$ cat src/pkg/ffio_defs.svh
// constants and contract list for the four flexible i/o ports
//
// Contract
// - four independent ports, each digital input, digital output or analog input
// - a port's mode follows which control-side signal is defined
// - output mode grounds the pin from command rise while command stays high
// - output low with pull-up enabled releases switch, pin pulled to +5V
// - pull-up off and command low leaves the pin floating
// - per-port pull-up, enabled while its disable input is low
// - input mode flag high while pin is below +2.5V, low otherwise
// - input mode with pull-up off reads constantly low
// - analog value is unsigned 16 bits over 0 to +10V
// - analog value published only after change of at least min delta
`ifndef FFIO_DEFS_SVH
`define FFIO_DEFS_SVH
`define FFIO_NPORTS      4
`define FFIO_AWIDTH      16
`define FFIO_MIN_DEFAULT 16'h0800
`define FFIO_ZERO16      16'h0000
`define FFIO_SWITCH_RST  1'h0
`define FFIO_PULLUP_RST  1'h1
`define FFIO_FLAG_RST    1'h0
`define FFIO_PULSE_RST   1'h0
`endif

$ cat src/pkg/ffio_pkg.sv
// types shared by the four flexible i/o ports
`include "ffio_defs.svh"
package ffio_pkg;
    typedef enum logic [1:0] {
        FFIO_MODE_IDLE,
        FFIO_MODE_DOUT,
        FFIO_MODE_DIN,
        FFIO_MODE_AIN
    } ffio_mode_t;

    typedef struct packed {
        logic       out_defined;   // digital output command is defined
        logic       din_defined;   // digital input flag is defined
        logic       ain_defined;   // analog input value is defined
    } ffio_sel_t;
endpackage

$ cat src/core/ffio_ports.sv
// four flexible i/o ports: digital out, digital in, analog in
`timescale 1ns/100ps
`default_nettype none
`include "ffio_defs.svh"
module ffio_ports #(
    parameter int NPORTS = `FFIO_NPORTS,
    parameter int AW     = `FFIO_AWIDTH
) (
    input  wire logic                       mclk,             // 25 mhz clock
    input  wire logic                       reset_n,          // async reset, active low
    input  wire ffio_pkg::ffio_sel_t [NPORTS-1:0] port_sel,   // which signal is defined
    input  wire logic [NPORTS-1:0]          port_out_cmd,     // output command, high grounds
    input  wire logic [NPORTS-1:0]          pullup_off,       // pull-up disable per port
    input  wire logic [NPORTS-1:0]          min_delta_wr,     // load new min delta
    input  wire logic [AW-1:0]              min_delta_in,     // min delta write data
    input  wire logic [NPORTS-1:0]          pin_below_half,   // async comparator, pin < 2.5v
    input  wire logic [NPORTS*AW-1:0]       adc_sample,       // converter result per port
    input  wire logic [NPORTS-1:0]          adc_valid,        // converter sample strobe
    output logic [NPORTS-1:0]               ground_switch,    // closes pin to ground
    output logic [NPORTS-1:0]               pullup_en,        // pull-up resistor connected
    output logic [NPORTS-1:0]               port_in_flag,     // digital input flag
    output logic [NPORTS*AW-1:0]            port_in_value,    // published analog values
    output logic [NPORTS-1:0]               port_in_update,   // pulse on new analog value
    output ffio_pkg::ffio_mode_t [NPORTS-1:0] port_mode       // decoded mode per port
);

    // ----------------------------------------------------------------
    // mode decode
    // ----------------------------------------------------------------
    // conflicting definitions are the program's fault; output wins
    function automatic ffio_pkg::ffio_mode_t decode_mode(input ffio_pkg::ffio_sel_t s);
        if (s.out_defined)
            return ffio_pkg::FFIO_MODE_DOUT;
        else if (s.ain_defined)
            return ffio_pkg::FFIO_MODE_AIN;
        else if (s.din_defined)
            return ffio_pkg::FFIO_MODE_DIN;
        else
            return ffio_pkg::FFIO_MODE_IDLE;
    endfunction

    // unsigned distance, taken the right way round so it never wraps
    function automatic logic [AW-1:0] abs_diff(
        input logic [AW-1:0] a,
        input logic [AW-1:0] b
    );
        return (a > b) ? a - b : b - a;
    endfunction

    // a distance equal to the threshold already counts as a change
    function automatic logic moved_enough(
        input logic [AW-1:0] s,
        input logic [AW-1:0] c,
        input logic [AW-1:0] t
    );
        return abs_diff(s, c) >= t;
    endfunction

    // ----------------------------------------------------------------
    // reset values
    // ----------------------------------------------------------------
    localparam logic [AW-1:0] MIN_RST   = AW'(`FFIO_MIN_DEFAULT);
    localparam logic [AW-1:0] VALUE_RST = AW'(`FFIO_ZERO16);

    // ----------------------------------------------------------------
    // state
    // ----------------------------------------------------------------
    // several definitions at once fall back to the decode priority
    logic [NPORTS-1:0]                 sync1_reg;      // first stage, may go metastable
    logic [NPORTS-1:0]                 sync2_reg;      // second stage, safe to read
    logic [NPORTS*AW-1:0]              min_delta_reg;  // per-port publish threshold
    ffio_pkg::ffio_mode_t [NPORTS-1:0] mode_reg;       // registered decoded mode
    logic [NPORTS-1:0]                 gnd_reg;        // grounding switch state
    logic [NPORTS-1:0]                 pullup_reg;     // pull-up connection state
    logic [NPORTS-1:0]                 flag_reg;       // digital input flag
    logic [NPORTS*AW-1:0]              value_reg;      // last published analog value
    logic [NPORTS-1:0]                 update_reg;     // one-cycle publish pulse

    // ----------------------------------------------------------------
    // per-port logic
    // ----------------------------------------------------------------
    // converter sample and strobe already run on mclk, so no synchroniser
    genvar g;
    for (g = 0; g < NPORTS; g++) begin : g_port
        ffio_pkg::ffio_mode_t mode_next;
        logic                 dout_mode;
        logic                 din_mode;
        logic                 ain_mode;

        logic                 gnd_next;
        logic                 pullup_next;
        logic                 flag_next;
        logic                 publish;
        logic [AW-1:0]        sample;
        logic [AW-1:0]        cur;
        logic [AW-1:0]        thr;
        logic [AW-1:0]        delta_next;
        logic [AW-1:0]        value_next;
        logic                 update_next;

        assign sample = adc_sample[g*AW +: AW];
        assign cur    = value_reg[g*AW +: AW];
        assign thr    = min_delta_reg[g*AW +: AW];

        // ------------------------------------------------------------
        // next-state terms
        // ------------------------------------------------------------
        assign mode_next   = decode_mode(port_sel[g]);
        assign dout_mode   = (mode_next == ffio_pkg::FFIO_MODE_DOUT);
        assign din_mode    = (mode_next == ffio_pkg::FFIO_MODE_DIN);
        assign ain_mode    = (mode_next == ffio_pkg::FFIO_MODE_AIN);

        // switch follows command level, so it closes at its rising edge
        assign gnd_next    = dout_mode
                             && port_out_cmd[g];
        // an undefined disable input must already read low when it gets here
        assign pullup_next = !pullup_off[g];
        // without the pull-up the pin floats, so reading is forced low
        assign flag_next   = din_mode && pullup_reg[g]
                             && sync2_reg[g];

        assign delta_next  = min_delta_wr[g] ? min_delta_in : thr;
        // hysteresis keeps jitter on the sensor from flooding the program
        assign publish     = ain_mode && adc_valid[g]
                             && moved_enough(sample, cur, thr);
        assign value_next  = publish ? sample : cur;
        assign update_next = publish;

        // ------------------------------------------------------------
        // registers
        // ------------------------------------------------------------
        // an idle port keeps its switch open, its flag low and its value
        // registered so the program sees the mode the pins act on
        always_ff @(posedge mclk or negedge reset_n) begin
            if (!reset_n) begin
                mode_reg[g] <= ffio_pkg::FFIO_MODE_IDLE;
            end else begin
                mode_reg[g] <= mode_next;
            end
        end

        always_ff @(posedge mclk or negedge reset_n) begin
            if (!reset_n) begin
                gnd_reg[g] <= `FFIO_SWITCH_RST;
            end else begin
                gnd_reg[g] <= gnd_next;
            end
        end

        always_ff @(posedge mclk or negedge reset_n) begin
            if (!reset_n) begin
                pullup_reg[g] <= `FFIO_PULLUP_RST;
            end else begin
                pullup_reg[g] <= pullup_next;
            end
        end

        // flag lags the pin by three cycles: two stages and this register
        always_ff @(posedge mclk or negedge reset_n) begin
            if (!reset_n) begin
                flag_reg[g] <= `FFIO_FLAG_RST;
            end else begin
                flag_reg[g] <= flag_next;
            end
        end

        always_ff @(posedge mclk or negedge reset_n) begin
            if (!reset_n) begin
                min_delta_reg[g*AW +: AW] <= MIN_RST;
            end else begin
                min_delta_reg[g*AW +: AW] <= delta_next;
            end
        end

        // a port leaving analog mode keeps its last published value
        always_ff @(posedge mclk or negedge reset_n) begin
            if (!reset_n) begin
                value_reg[g*AW +: AW] <= VALUE_RST;
            end else begin
                value_reg[g*AW +: AW] <= value_next;
            end
        end

        // pulse lasts one cycle; the program must catch it then
        always_ff @(posedge mclk or negedge reset_n) begin
            if (!reset_n) begin
                update_reg[g] <= `FFIO_PULSE_RST;
            end else begin
                update_reg[g] <= update_next;
            end
        end
    end

    // ----------------------------------------------------------------
    // comparator synchroniser
    // ----------------------------------------------------------------
    // only stage two is read; stage one may still be settling
    always_ff @(posedge mclk or negedge reset_n) begin
        if (!reset_n) begin
            sync1_reg <= '0;
        end else begin
            sync1_reg <= pin_below_half;
        end
    end

    always_ff @(posedge mclk or negedge reset_n) begin
        if (!reset_n) begin
            sync2_reg <= '0;
        end else begin
            sync2_reg <= sync1_reg;
        end
    end

    // ----------------------------------------------------------------
    // outputs, all straight from flip-flops
    // ----------------------------------------------------------------
    assign ground_switch  = gnd_reg;
    assign pullup_en      = pullup_reg;
    assign port_in_flag   = flag_reg;
    assign port_in_value  = value_reg;
    assign port_in_update = update_reg;
    assign port_mode      = mode_reg;

endmodule // ffio_ports
`default_nettype wire

$ cat config.mk
export PLATFORM = sky130hd
export DESIGN_NAME = ffio_ports
export DESIGN_NICKNAME = d
export VERILOG_FILES = /design/src/pkg/ffio_pkg.sv /design/src/core/ffio_ports.sv
export VERILOG_INCLUDE_DIRS = /design/src /design/src/pkg
export SDC_FILE = /design/constraint.sdc
export NUM_CORES = 1
export LEC_CHECK = 0
export BUFFER_PORTS_ARGS = -buffer_cell sky130_fd_sc_hd__buf_4
export CAP_MARGIN = 15
export CORE_MARGIN = 2
export CORE_UTILIZATION = 31
export CTS_BUF_LIST = sky130_fd_sc_hd__clkbuf_16
export DETAILED_ROUTE_END_ITERATION = 8
export GPL_TIMING_DRIVEN = 0
export PLACE_DENSITY = 0.47
export REMOVE_ABC_BUFFERS = 1
export SLEW_MARGIN = 30
export SYNTH_ARGS = -nofsm -noshare
export SYNTH_HDL_FRONTEND = slang
export SYNTH_SLANG_ARGS = --single-unit
$ cat constraint.sdc
create_clock -name mclk -period 5.8 [get_ports mclk]
set_clock_uncertainty 0.05 [all_clocks]
set_input_delay 0.58 -clock mclk [delete_from_list [all_inputs] [get_ports mclk]]
set_output_delay 0.58 -clock mclk [all_outputs]
set_load 0.01 [all_outputs]
Yosys cells after proc, flatten, opt, wreduce, memory -nomap -nowiden. Index checks and enable logic that the tools add are counted.

Reduce and logical (&&, ||, !) cells: 24. Multiplexer cells: 16. $lt $le $gt $ge: 8. Equality and inequality tests: 12. Add/subtract/negate cells: 8.

Operators with widths (count): 16-bit subtractor (8); 16-bit >= comparator (4); 16-bit > comparator (4); 16-bit two-way mux (4); 2-bit two-way mux (12); 1-bit logical AND (20); 2-bit equality test, second input constant (8); 2-bit by 1-bit equality test with 1-bit output, second input constant (4); 1-bit logical NOT (4).

Input bits: 114. Output and inout port bits: 88. Word-level logic and storage cells: 98. Register bits: 160.

Depth between registers and ports, before layout.
Depth in word-level cells: 6. Mapped depth: 23. Gate-level depth less buffers: 19.

Worst setup path after synthesis. No wires, ideal clock.

Path kind: input to register. From: input port adc_sample[48]. To: register value_reg[58] (netlist: g_port[3].cur[10]). Data arrival time: 4.518 ns. Path buffers: 3. Setup slack: 1.152 ns. Cell stages on the path: 20. Setup time: 0.079 ns. Cells stage by stage: inv_1 ha_1 inv_1 fa_1 a211o_1 a21oi_2 o21a_1 o221ai_1 o211ai_2 buf_6 mux2_2 ha_1 a21o_1 a21oi_1 o21ai_0 o31ai_1 a211oi_1 buf_1 buf_2 mux2i_1.

Word-level cells in the longest chain between the ends: 4. Elaborated cells between the ends (all ways): 6. Those cells by class: add/sub: 2; order compare: 2; mux: 1; reduce/logical: 1.

Ends and longest elaborated chain: start: declaration (line ffio_ports.sv:17) `input wire logic [NPORTS*AW-1:0] adc_sample,`; 16-bit subtractor / 16-bit > comparator (equally long branches) (line ffio_ports.sv:47) `return (a > b) ? a - b : b - a;`; 16-bit two-way mux * (line ffio_ports.sv:47); 16-bit >= comparator * (line ffio_ports.sv:56) `return abs_diff(s, c) >= t;`; 1-bit logical AND * (line ffio_ports.sv:125) `&& moved_enough(sample, cur, thr);`; net g_port[3].publish (line ffio_ports.sv:93) `logic publish;`; end signal: indexed assignment (line ffio_ports.sv:180) `value_reg[g*AW +: AW] <= value_next;`; end: declaration (line ffio_ports.sv:76) `logic [NPORTS*AW-1:0] value_reg;`.

Mark *: on every way through the listed nets, which the timed path passes. The rest lies on a longest branch. A chain may end at the register's enable or synchronous reset.

Worst setup path after layout.
From: register value_reg[5] (netlist: g_port[0].cur[5]). To: register value_reg[15] (netlist: g_port[0].cur[15]).

Word-level cells in the longest chain between the ends: 4. Elaborated cells between the ends (all ways): 6. Those cells by class: add/sub: 2; order compare: 2; mux: 1; reduce/logical: 1.

Ends and longest elaborated chain (line): 16-bit subtractor / 16-bit > comparator (equally long branches) (ffio_ports.sv:47); 16-bit two-way mux * (ffio_ports.sv:47); 16-bit >= comparator * (ffio_ports.sv:56); 1-bit logical AND * (ffio_ports.sv:125).

Mark *: on every way between the ends. The rest lies on a longest branch, timed or not.

==> impl_metrics.json <==
{
  "run_status": "completed",
  "crit_type": "reg2reg",
  "die_x_microns": 210.0,
  "drt-pass1-iter-count": 5,
  "nNetsFinal": 1944,
  "sw_frac_of_total_pct": 44.99,
  "drc_errors": 0,
  "rsz0062_at_grt": "no",
  "area_delta_synth_final_pct": 20.10,
  "routedWlPerCell_microns": 16.25,
  "synth_edf_count": 0,
  "slew_violations": 0,
  "pwr-share-clk_pct": 14.4,
  "htree_levels": 4,
  "initial_core_util_pct": 31.36,
  "async_reset_ff_share_pct": 100.0,
  "synth_seq_cells": 160,
  "layout-drive-gt1-share_pct": 16.82,
  "fin_crit_sh_pct": 90.41,
  "slew_headroom_pct": 38.68,
  "drt-initial-drc-count": 396,
  "setup_tns_ns": 0,
  "die_h_microns": 210.0,
  "vias_per_cell": 4.845,
  "yosys_most_used_dff": "dfrtp_1",
  "timing.rr.start": "g_port[0].cur[5]",
  "ys_types": 57,
  "finalPower_uw": 8609,
  "cts_sinks": 160,
  "netlist_area_sq_mm": 0.01315,
  "grt_pass1_wl_microns": 58190,
  "p_sw_uw": 3873,
  "clockBufferDepth": 2,
  "critPathTopFamily": "compound AO/OA/AOI/OAI gates",
  "diodes": 0,
  "ys_seq_area_share_pct": 30.52,
  "syn_inst": 1473,
  "crit_fanout": 17,
  "rows": 75,
  "grt_antenna_before_repair": 0,
  "p_per_area_mw_per_mm2": 545.0,
  "p_int_uw": 4736,
  "path_buf_inv": 0,
  "p_leak_uw": 0.008185,
  "place_ws_ns": -0.09983,
  "hpwl_microns": 27730,
  "dr_total_vias": 10590,
  "first_global_vias": 10990,
  "overflow": 0,
  "hold_path.class": "in2reg",
  "seqPwrFrac_pct": 18.9,
  "yosysWarnings": 0,
  "min_from": "pullup_off[2]",
  "crit_chain": "ha_1 -> nand2_1 -> nor2_1 -> a21oi_1 -> o31ai_1 -> o31a_2 -> mux2i_1 -> xnor2_1 -> ha_1 -> a21o_1 -> a21o_1 -> a21oi_1 -> o311a_1 -> a211o_1 -> a211o_1 -> mux2_2",
  "place.gp.congestion": 0.8507,
  "finalSetupViolations": 0,
  "hold_viol": 0,
  "ys_top_cells_by_area": "dfrtp_1, ha_1, mux2i_1",
  "synth.top_cell.area_share_pct": 28.92,
  "cts_tree": "yes",
  "power_frac_comb_pct": 66.8,
  "dieArea_sq_mm": 0.04409,
  "syn_avg_cell_area_sq_um": 8.929,
  "irDropWorstVdd_v": 0.0001837,
  "tightest_slew_ns": 0.9198,
  "required_ns": 6.13,
  "worst_slack_ns": 0.5565,
  "numCtsBuffers": 17,
  "fin_crit_ns": 5.244,
  "ys_top_cells_by_count": "inv_1, ha_1, dfrtp_1",
  "fmax_ghz": 0.1907,
  "routed_wirelength_microns": 35520,
  "root_buffer": "clkbuf_16",
  "cpMaxStageDelayCell": "a211o_1",
  "io_pins": 202,
  "clock_latency_ns": 0.49,
  "clkTransAtPathRegs_ns": 0.07,
  "postCtsSetupRepairBufs": 0,
  "cp-startpoint": "g_port[0].cur[5]",
  "drv_cap": 0,
  "detail-route-antenna-nets": 0,
  "yosysMostFrequentCell": "inv_1",
  "design.core.area_sq_mm": 0.04195,
  "crit_path_end_kind": "flip-flop",
  "arrival_ns": 5.57,
  "track_usage_pct": 16.85,
  "io_buffer_count": 201,
  "grt_max_degree": 75,
  "synth_top_area_cell": "dfrtp_1",
  "cp-start-kind": "flip-flop",
  "critPathMaxStageDelay_ns": 0.74
}
-- kinds of logic after synthesis --
family / count (synthesis) / share of synthesized area, %
AND/OR/NAND/NOR: 260 / 9.475
flip-flops: 160 / 30.52
AO/OA/AOI/OAI: 397 / 19.07
multiplexers: 125 / 9.646
buffers and inverters: 279 / 8.457
adder cells (fa/ha/maj): 196 / 19.10
XOR/XNOR: 56 / 3.729
-- final timing paths --
path,end,slack [ns],cells past startpoint
max,g_port[0].cur[15],0.56,16
min,pullup_en[2],0.15,2
max reg2reg,g_port[0].cur[15],0.56,16
min reg2reg,sync2_reg[1],0.30,0
max in group asynchronous,pullup_en[0],4.49,3
min in group asynchronous,g_port[1].cur[10],0.49,2
-- per-stage QoR --
| stage | cell area (sq um) | std cells | hold slack [ns] | utilization (%) |
|---|---|---|---|---|
| 2_1_floorplan | 12850 | 1409 | 0.2344 | - |
| 3_3_place_gp | 15030 | 2149 | 0.2828 | 35.83 |
| 3_5_place_dp | 15170 | 2153 | 0.2847 | 36.16 |
| 4_1_cts | 15800 | 2186 | 0.1001 | 37.66 |
| 5_1_grt | 15800 | 2186 | 0.1076 | 37.66 |
| 6_report | 15800 | 2186 | 0.1466 | 37.66 |
-- cell type report --
type | count | area (sq um)
Clock buffer | 17 | 425.4
Inverter | 215 | 807.0
Timing Repair Buffer | 206 | 1604
Fill cell | 4312 | 26150
Tap cell | 539 | 674.4
Multi-Input combinational cell | 1034 | 8079
Sequential cell | 160 | 4014
Clock inverter | 15 | 192.7
-- repair_timing --
item,CTS,global route
hold buffers,1,0
resized for setup,0,1
setup endpoints to repair,0,1
endpoints found under the hold margin,28,0
-- routing by layer --
layer / part of all wire, % / vias to the layer above / global-route usage [%]
li1: - / 5373 / -
met1: 47 / 5030 / 21.84
met2: 48 / 159 / 27.78
met3: 3.7 / 29 / 4.067
met4: 1.5 / 0 / 5.160
met5: 0 / - / 0
-- layout by cell type, fill, tap and decap left out, types with 5 or more instances in the layout --
cell type,count
inv_1,216
buf_4,200
ha_1,188
dfrtp_1,152
nand2_1,113
o21ai_0,113
mux2i_1,111
a21oi_1,104
a21o_1,77
nor2_1,37
xnor2_1,37
nand4_1,24
xor2_1,19
clkbuf_16,17
nand3_1,14
mux2_2,14
o21bai_1,13
o211ai_1,11
nor2b_1,11
and2_1,10
a211oi_1,10
nand2b_1,10
a31oi_1,10
o21a_1,8
a221oi_1,8
and3_1,8
o31ai_1,8
fa_1,8
dfstp_2,8
nor3_1,7
and4_1,6
nor4_1,6
or2_2,5
-- power by group through the flow --
stage	clock network [uW]	logic, uW	registers [uW]
after floorplan	0	4040	1710
after detailed placement	0	5780	1650
after CTS	1300	5820	1630
final	1240	5750	1620
after global placement	0	5640	1640
after global routing	1330	6520	1670
No activity file was read; power rests on OpenSTA's default activity.
